[config.mk]
export PLATFORM = sky130hd
export DESIGN_NAME = dbsp_top
export DESIGN_NICKNAME = d
export VERILOG_FILES = /design/src/design/dbsp_pkg.sv /design/src/design/dbsp_lane_decode.sv /design/src/design/dbsp_top.sv
export SDC_FILE = /design/constraint.sdc
export NUM_CORES = 1
export LEC_CHECK = 0
export BUFFER_PORTS_ARGS = -buffer_cell sky130_fd_sc_hd__buf_4
export CORE_MARGIN = 8
export CORE_UTILIZATION = 52
export DETAILED_ROUTE_END_ITERATION = 6
export GPL_TIMING_DRIVEN = 0
export PLACE_DENSITY = 0.85
export SYNTH_ARGS = -nofsm -noshare
export SYNTH_HDL_FRONTEND = slang
export SYNTH_HIERARCHICAL = 1
export SYNTH_SLANG_ARGS = --single-unit
[constraint.sdc]
create_clock -name hclk -period 4.7 [get_ports hclk]
set_input_delay 0.705 -clock hclk [delete_from_list [all_inputs] [get_ports hclk]]
set_output_delay 0.705 -clock hclk [all_outputs]
set_load 0.02 [all_outputs]
[src/design/dbsp_pkg.sv]
// shared constants and types for the dram byte strobe and page burst block
package dbsp_pkg;

	// ------------------------------------------------------------
	// widths
	// ------------------------------------------------------------
	localparam int ADDR_W = 16;

	// ------------------------------------------------------------
	// register byte offsets
	// ------------------------------------------------------------
	localparam logic [7:0] OFS_DRAM_CONTROL_REG = 8'h00;
	localparam logic [7:0] OFS_WAIT_CONTROL_REG = 8'h04;
	localparam logic [7:0] OFS_STATUS           = 8'h08;

	// ------------------------------------------------------------
	// dram_control_reg fields
	// ------------------------------------------------------------
	localparam int BIT_DUAL_STROBE_STYLE    = 0;
	localparam int BIT_PAGE_BURST_ENABLE    = 1;
	localparam int BIT_ROW_STROBE_HOLD      = 2;
	localparam int BIT_COLUMN_STROBE_DUTY   = 3;
	localparam int BIT_PRECHARGE_LENGTH     = 4;
	localparam int CTRL_W                   = 5;
	localparam logic [4:0] CTRL_RESET       = 5'h00;

	// ------------------------------------------------------------
	// wait control fields (one pitch bit per direction and master kind)
	// ------------------------------------------------------------
	localparam int BIT_AREA1_READ_LONG      = 0;
	localparam int BIT_AREA1_WRITE_LONG     = 1;
	localparam int BIT_AREA1_DMA_READ_LONG  = 2;
	localparam int BIT_AREA1_DMA_WRITE_LONG = 3;
	localparam int PITCH_W                  = 4;
	localparam logic [3:0] PITCH_RESET      = 4'h0;

	// ------------------------------------------------------------
	// status fields
	// ------------------------------------------------------------
	localparam int BIT_ROW_OPEN     = 0;
	localparam int POS_STATE        = 8;
	localparam int POS_OPEN_ROW     = 16;

	// ------------------------------------------------------------
	// timing: precharge states per length select
	// ------------------------------------------------------------
	localparam logic PRECHARGE_EXTRA_SHORT = 1'b0;
	localparam logic PRECHARGE_EXTRA_LONG  = 1'b1;

	// ------------------------------------------------------------
	// sequencer states
	// ------------------------------------------------------------
	typedef enum logic [6:0] {
		ST_IDLE    = 7'h01,
		ST_PRECHG  = 7'h02,
		ST_ROW     = 7'h04,
		ST_SILENT  = 7'h08,
		ST_COL1    = 7'h10,
		ST_COL2    = 7'h20,
		ST_REFRESH = 7'h40
	} dbsp_state_t;

endpackage

[src/design/dbsp_lane_decode.sv]
// byte lane decode of column and write strobes
`timescale 1ns/1ps
module dbsp_lane_decode (
	// strobe timing
	input  wire logic col_active,
	input  wire logic write,
	// access shape
	input  wire logic bus8,
	input  wire logic dual_strobe_style_select,
	input  wire logic lane_hi,
	input  wire logic lane_lo,
	// active high strobes
	output logic      cas_hi,
	output logic      cas_lo,
	output logic      wr_hi,
	output logic      wr_lo
);
	always_comb begin
		cas_hi = 1'b0;
		cas_lo = 1'b0;
		wr_hi  = 1'b0;
		wr_lo  = 1'b0;
		if (col_active) begin
			if (bus8) begin
				cas_lo = 1'b1; // RULE3
				wr_lo  = write; // RULE3
			end else if (!dual_strobe_style_select) begin
				cas_hi = lane_hi; // RULE1
				cas_lo = lane_lo; // RULE1
				wr_lo  = write; // RULE1
			end else begin
				cas_lo = 1'b1; // RULE2
				wr_hi  = write & lane_hi; // RULE2
				wr_lo  = write & lane_lo; // RULE2
			end
		end
	end
endmodule

[src/design/dbsp_top.sv]
// dram byte strobe and page burst sequencer with ahb-lite registers
// Contract
// (RULE1) 16-bit, dual column strobes: both column, low write
// (RULE2) 16-bit, dual write: low column, both writes
// (RULE3) 8-bit space: low column and low write only
// (RULE4) burst enable: same row uses page access
// (RULE5) four pitch bits select short or long
// (RULE6) short pitch: one column state, no wait
// (RULE7) short pitch write after write: one silent
// (RULE8) short pitch write after read: one silent
// (RULE9) single-address dma write short pitch: silent always
// (RULE10) short pitch column high duty 50 or 35
// (RULE11) long pitch: two column states per access
// (RULE12) long pitch: repeat second state while wait low
// (RULE13) hold bit selects hold or release row strobe
// (RULE14) bursting survives change of bus master
// (RULE15) hold mode: row low across other areas
// (RULE16) refresh always returns row strobe high
// (RULE17) software programs periodic refresh in hold mode
// (RULE18) release mode: row high on other area
// (RULE19) precharge one or two states per select
// (RULE20) long pitch samples wait before second column
// (RULE21) burst miss: precharge then full row access
`timescale 1ns/1ps
module dbsp_top
	import dbsp_pkg::*;
(
	// clock and reset
	input  wire logic              hclk,
	input  wire logic              hresetn,
	// ahb-lite slave
	input  wire logic              hsel,
	input  wire logic [31:0]       haddr,
	input  wire logic [1:0]        htrans,
	input  wire logic              hwrite,
	input  wire logic [2:0]        hsize,
	input  wire logic [31:0]       hwdata,
	input  wire logic              hready,
	output logic                   hreadyout,
	output logic                   hresp,
	output logic [31:0]            hrdata,
	// access request from the bus state controller
	input  wire logic              acc_req,
	input  wire logic [ADDR_W-1:0] acc_row,
	input  wire logic [ADDR_W-1:0] acc_col,
	input  wire logic              acc_write,
	input  wire logic              acc_dma,
	input  wire logic              acc_dma_single,
	input  wire logic              acc_bus8,
	input  wire logic              acc_lane_hi,
	input  wire logic              acc_lane_lo,
	output logic                   acc_done,
	// other areas and refresh
	input  wire logic              other_area_active,
	input  wire logic              refresh_req,
	output logic                   refresh_done,
	// dram pins
	input  wire logic              wait_n,
	output logic                   row_strobe_n,
	output logic                   column_strobe_upper_byte_n,
	output logic                   column_strobe_lower_byte_n,
	output logic                   write_strobe_upper_byte_n,
	output logic                   write_strobe_lower_byte_n,
	output logic [ADDR_W-1:0]      dram_addr,
	output logic                   column_strobe_short_duty
);

	// ------------------------------------------------------------
	// register file
	// ------------------------------------------------------------
	logic [CTRL_W-1:0]  dram_control_reg, next_dram_control_reg;
	logic [PITCH_W-1:0] wait_control_reg, next_wait_control_reg;
	logic               wr_pend, next_wr_pend;
	logic [7:0]         wr_ofs, next_wr_ofs;
	logic [31:0]        next_hrdata;
	logic [31:0]        status_word;
	logic               addr_phase;

	dbsp_state_t        state, next_state;
	logic               row_open, next_row_open;
	logic [ADDR_W-1:0]  open_row, next_open_row;

	assign hreadyout  = 1'b1;
	assign hresp      = 1'b0;
	assign addr_phase = hsel & hready & htrans[1];

	always_comb begin
		status_word = 32'h0000_0000;
		status_word[BIT_ROW_OPEN] = row_open;
		status_word[POS_STATE +: 7] = state;
		status_word[POS_OPEN_ROW +: ADDR_W] = open_row;
	end

	always_comb begin
		next_dram_control_reg = dram_control_reg;
		next_wait_control_reg = wait_control_reg;
		next_wr_pend = addr_phase & hwrite;
		next_wr_ofs  = haddr[7:0];
		next_hrdata  = hrdata;
		if (wr_pend) begin
			unique case (wr_ofs)
				OFS_DRAM_CONTROL_REG:
					next_dram_control_reg = hwdata[CTRL_W-1:0];
				OFS_WAIT_CONTROL_REG:
					next_wait_control_reg = hwdata[PITCH_W-1:0];
				default: ;
			endcase
		end
		if (addr_phase && !hwrite) begin
			unique case (haddr[7:0])
				OFS_DRAM_CONTROL_REG:
					next_hrdata = {27'h0, dram_control_reg};
				OFS_WAIT_CONTROL_REG:
					next_hrdata = {28'h0000000, wait_control_reg};
				OFS_STATUS:
					next_hrdata = status_word;
				default:
					next_hrdata = 32'h0000_0000;
			endcase
		end
	end

	always_ff @(posedge hclk or negedge hresetn) begin
		if (!hresetn) begin
			dram_control_reg <= CTRL_RESET;
			wait_control_reg <= PITCH_RESET;
			wr_pend          <= 1'b0;
			wr_ofs           <= 8'h00;
			hrdata           <= 32'h0000_0000;
		end else begin
			dram_control_reg <= next_dram_control_reg;
			wait_control_reg <= next_wait_control_reg;
			wr_pend          <= next_wr_pend;
			wr_ofs           <= next_wr_ofs;
			hrdata           <= next_hrdata;
		end
	end

	// ------------------------------------------------------------
	// access sequencer
	// ------------------------------------------------------------
	logic burst_en, hold_sel, long_pitch, row_hit, need_silent;
	logic pre_cnt, next_pre_cnt;
	logic col_final, next_col_final;
	logic next_acc_done, next_refresh_done;
	logic next_row_strobe_n;
	logic [ADDR_W-1:0] next_dram_addr;

	assign burst_en = dram_control_reg[BIT_PAGE_BURST_ENABLE];
	assign hold_sel = dram_control_reg[BIT_ROW_STROBE_HOLD]; // RULE13

	// pitch per direction and master kind
	always_comb begin
		if (acc_dma)
			long_pitch = acc_write
				? wait_control_reg[BIT_AREA1_DMA_WRITE_LONG]
				: wait_control_reg[BIT_AREA1_DMA_READ_LONG]; // RULE5
		else
			long_pitch = acc_write
				? wait_control_reg[BIT_AREA1_WRITE_LONG]
				: wait_control_reg[BIT_AREA1_READ_LONG]; // RULE5
	end

	// the open row is tracked regardless of master identity
	assign row_hit = burst_en & row_open & (acc_row == open_row); // RULE4 RULE14
	assign need_silent = ~long_pitch & acc_write
		& (row_hit | acc_dma_single); // RULE7 RULE8 RULE9

	always_comb begin
		next_state        = state;
		next_row_open     = row_open;
		next_open_row     = open_row;
		next_pre_cnt      = pre_cnt;
		next_col_final    = col_final;
		next_acc_done     = 1'b0;
		next_refresh_done = 1'b0;
		unique case (state)
			ST_IDLE: begin
				if (refresh_req) begin
					next_state    = ST_REFRESH;
					next_row_open = 1'b0; // RULE16
				end else if (acc_req) begin
					if (row_hit) begin
						next_state = need_silent ? ST_SILENT : ST_COL1; // RULE4
					end else begin
						next_state    = ST_PRECHG; // RULE21
						next_row_open = 1'b0;
						next_pre_cnt  =
							dram_control_reg[BIT_PRECHARGE_LENGTH]
							? PRECHARGE_EXTRA_LONG
							: PRECHARGE_EXTRA_SHORT; // RULE19
					end
				end else if (other_area_active && !hold_sel) begin
					next_row_open = 1'b0; // RULE18
				end
			end
			ST_PRECHG: begin
				if (pre_cnt == 1'b0)
					next_state = ST_ROW; // RULE19
				else
					next_pre_cnt = 1'b0;
			end
			ST_ROW: begin
				next_row_open = 1'b1;
				next_open_row = acc_row;
				next_state    = need_silent ? ST_SILENT : ST_COL1; // RULE9
			end
			ST_SILENT: begin
				next_state = ST_COL1; // RULE7 RULE8
			end
			ST_COL1: begin
				if (long_pitch) begin
					next_state     = ST_COL2; // RULE11
					next_col_final = wait_n; // RULE20
				end else begin
					next_state    = ST_IDLE; // RULE6
					next_acc_done = 1'b1;
					next_row_open = burst_en; // RULE4
				end
			end
			ST_COL2: begin
				if (col_final) begin
					next_state    = ST_IDLE; // RULE11
					next_acc_done = 1'b1;
					next_row_open = burst_en; // RULE4
				end else begin
					next_col_final = wait_n; // RULE12 RULE20
				end
			end
			ST_REFRESH: begin
				next_state        = ST_IDLE;
				next_refresh_done = 1'b1; // RULE16
			end
			default: begin
				next_state    = ST_IDLE;
				next_row_open = 1'b0;
			end
		endcase
	end

	// ------------------------------------------------------------
	// pin shaping, registered from the next state
	// ------------------------------------------------------------
	logic col_next, col_extra;
	logic cas_hi, cas_lo, wr_hi, wr_lo;

	// wait_n is sampled on the edge that closes the first long
	// column state; a low level repeats the second state as a wait
	assign col_extra = (state == ST_COL2) & ~col_final; // RULE12
	assign col_next  = (next_state == ST_COL1)
		| (next_state == ST_COL2) | col_extra;

	dbsp_lane_decode u_lane (
		.col_active               (col_next),
		.write                    (acc_write),
		.bus8                     (acc_bus8),
		.dual_strobe_style_select (dram_control_reg[BIT_DUAL_STROBE_STYLE]),
		.lane_hi                  (acc_lane_hi),
		.lane_lo                  (acc_lane_lo),
		.cas_hi                   (cas_hi),
		.cas_lo                   (cas_lo),
		.wr_hi                    (wr_hi),
		.wr_lo                    (wr_lo)
	);

	always_comb begin
		// row low while a row is open or being opened
		next_row_strobe_n = ~(next_row_open
			| (next_state == ST_ROW)
			| (next_state == ST_SILENT)
			| col_next); // RULE15 RULE18
		if ((next_state == ST_PRECHG) || (next_state == ST_REFRESH))
			next_row_strobe_n = 1'b1; // RULE16 RULE19
		if (col_next)
			next_dram_addr = acc_col;
		else
			next_dram_addr = acc_row;
	end

	always_ff @(posedge hclk or negedge hresetn) begin
		if (!hresetn) begin
			state                      <= ST_IDLE;
			row_open                   <= 1'b0;
			open_row                   <= '0;
			pre_cnt                    <= 1'b0;
			col_final                  <= 1'b0;
			acc_done                   <= 1'b0;
			refresh_done               <= 1'b0;
			row_strobe_n               <= 1'b1;
			column_strobe_upper_byte_n <= 1'b1;
			column_strobe_lower_byte_n <= 1'b1;
			write_strobe_upper_byte_n  <= 1'b1;
			write_strobe_lower_byte_n  <= 1'b1;
			dram_addr                  <= '0;
			column_strobe_short_duty   <= 1'b0;
		end else begin
			state                      <= next_state;
			row_open                   <= next_row_open;
			open_row                   <= next_open_row;
			pre_cnt                    <= next_pre_cnt;
			col_final                  <= next_col_final;
			acc_done                   <= next_acc_done;
			refresh_done               <= next_refresh_done;
			row_strobe_n               <= next_row_strobe_n;
			column_strobe_upper_byte_n <= ~cas_hi;
			column_strobe_lower_byte_n <= ~cas_lo;
			write_strobe_upper_byte_n  <= ~wr_hi;
			write_strobe_lower_byte_n  <= ~wr_lo;
			dram_addr                  <= next_dram_addr;
			// pad cell shortens column high phase to 35 percent
			column_strobe_short_duty   <= col_next & ~long_pitch
				& dram_control_reg[BIT_COLUMN_STROBE_DUTY]; // RULE10
		end
	end

endmodule

==> impl_metrics.ini <==
[critical_path]
cp_max_fo = 10
worst_setup_path_end_kind = flop
critPathArrivalTime_ps = 3060
required_ps = 5010
critPathLaunchType = input pin
timing_worst_setup_path_type = input pin to flop

[detailed_routing]
ant_nets = 0
drt_iter0_drc = 79
drt-total-wl_mm = 10.2
wl_per_cell_um = 18.0
vias = 3100
dr.pass1.iters = 5
drc = 0
viasPerCell = 5.46

[clock_tree]
post_cts_buffers = 0
clock_path_buffers = 2
clk_latency_ps = 360
cts.sinks = 96
cts_tree = done
path_clk_slew_ps = 100
post_cts_resized = 0
htreeDepth = 3
root_buffer = clkbuf_8
hold_buffers = 0
cts_made_buffers = 9

[logic_synthesis]
synth.area.top_cells = dfrtp_1, mux2_2, a22o_1, dfstp_2, xnor2_1
yosys.area_share.simple_pct = 12.7
synth_edf_count = 0
synth_compound_area_share_pct = 9.69
async_flop_share_pct = 100
syn_area_um2 = 4250
synth_ff_type = dfrtp_1
yosys_warnings = 6
synth_top_family_by_area = multiplexers
netlist.area_leader.share_pct = 53.0
synth_mux_area_share_pct = 13.3
syn_avg_cell_area_um2 = 12.8
synth_largest_area_cell = dfrtp_1
syn_inst = 331
yosysSeqAreaShare_pct = 56.7
synth_fa_ha_area_share_pct = 0
synth.distinct_cells = 57
synth-xor-area-share_pct = 3.30
yosys_register_bits = 96

[timing]
slew_headroom_pct = 21.7
hold_violations = 0
fin_skew_ps = 13.2
fin_setup_tns_ps = 0
max_freq_mhz = 363
rsz0062_at_grt = false
layout_min_cycle_time_ps = 2750
period_share_pct = 58.6
drv_slew = 0
setup_viol = 0
worst_slew_pin_slew_ps = 1170

[final_layout]
fillers = 610
fin_cells = 568
largest_reg_flops = 28
layout.cells.most_common = buf_4
drive_above_1_share_pct = 43.6
reg_top3 = hrdata: 28 flops, dram_addr: 16 flops, open_row: 16 flops
largest_register = hrdata
num_antenna_cells = 0
syn_to_final_growth_pct = 27.9
utilization_pct = 67.5
mostFrequentLayoutCells = buf_4, dfrtp_1, mux2_2, a22o_1, nand2_1
design_area_um2 = 5430
num-nets-final = 574

[placement]
placedCellCount = 552
gp_congestion = 0.862
post_dp_cell_area_um2 = 5240
dp_hpwl_mm = 7.76
port_buffers = 112

[global_routing]
grt_max_degree = 97
grt_pass1_wl_mm = 16.6
use_met2_pct = 30.0
grt_pass1_vias = 3341
grt.busiest_layer = met2
grt_use_total_pct = 18.4
grt_overflow = 0
met1_usage_pct = 22.4
use_met3_pct = 5.93
grt_antenna_before_repair = 0

[flow_run]
drv_cap = 0

[floorplan]
row_count = 33
io_pins = 174
die_area_um2 = 11300
die_height_um = 106
start_util_pct = 52.8
core_area_um2 = 8050
fp.dieW_um = 106

[pwr]
p_leak_nw = 2.59
powerDensity_nw_per_um2 = 376
ir_drop_v = 0.000265

[hold_path]
hold_path_class = input pin to flop

[run_status]
status = finished, final reports clean
-- synth_stat cells (all sizes together), types with 2 or more instances --
master	count
nor4b	3
nand4b	3
inv	10
mux2i	5
and3	2
o31a	2
and3b	2
nor2	10
mux2	41
nor4	2
nand3b	2
o22a	2
nand2	17
or3	2
and4	4
xnor2	15
or4	2
nand4	6
dfstp	6
o2111ai	2
clkbuf	9
dfrtp	90
buf	12
or2	3
conb	2
a21oi	6
nand3	9
nor3b	4
a22o	23
nor2b	3
nor3	3
nand2b	4
o21ai	12
-- layer usage --
metal	vias to the layer above	wire [um]
li1	1447	-
met1	1529	4280
met2	107	4980
met3	17	833
met4	0	138
met5	-	0
-- area by class of cell --
type | instances | area, um2 | area share (%)
sequential | 96 | 2410 | 44.3
multi-input combinational | 208 | 1680 | 30.9
timing repair buffer | 112 | 841 | 15.5
buffer | 21 | 136 | 2.51
tap | 105 | 131 | 2.42
clock buffer | 9 | 124 | 2.28
clock inverter | 7 | 75.1 | 1.38
inverter | 10 | 37.5 | 0.691
-- metrics by stage --
stage	power [mW]	worst slack, ps	hold WS [ps]
CTS	2.06	1970	433
global route	2.14	1850	437
floorplan	1.33	2100	409
detailed placement	1.51	1600	479
finish	2.04	1950	447
global placement	1.49	1630	473
-- report_power, final --
| part | switching [mW] | leakage [nW] | internal [mW] | total (mW) |
|---|---|---|---|---|
| Sequential | 0.0878 | 1.24 | 0.932 | 1.02 |
| Combinational | 0.234 | 1.25 | 0.236 | 0.470 |
| Clock | 0.301 | 0.105 | 0.252 | 0.553 |
| Total | 0.622 | 2.59 | 1.42 | 2.04 |
-- worst paths after layout --
kind                                       startpoint                       to  cells past startpoint  slack [ps]
worst max-delay path                         haddr[1]   hrdata[13]$_DFFE_PN0P_                      6        1950
worst min-delay path                         haddr[4]      wr_ofs[4]$_DFF_PN0_                      1         450
worst max register to register     state[1]$_DFF_PN0_  dram_addr[14]$_DFF_PN0_                      9        2030
worst min register to register  hrdata[3]$_DFFE_PN0P_    hrdata[3]$_DFFE_PN0P_                      2         500
max in group asynchronous                     hresetn       acc_done$_DFF_PN0_                      1        3380
min in group asynchronous                     hresetn   dram_addr[1]$_DFF_PN0_                      1         560
-- critical path: stages --
cell and delay [ps]:
buf_4 110, or4_1 530, or4_1 470, nor3b_2 520, clkbuf_1 490, a22o_2 220
-- cell families (layout without fill, tap and decap cells) --
kind of cell / Yosys count / count (layout)
muxes: 47 / 47
other: 2 / 6
DFF: 96 / 96
xor gates and xnor gates: 16 / 16
buffers and inverters: 31 / 159
and+or+nand+nor: 84 / 84
AOI/OAI and AO/OA: 55 / 55
Note: power is estimated with default switching activity, not from simulation.
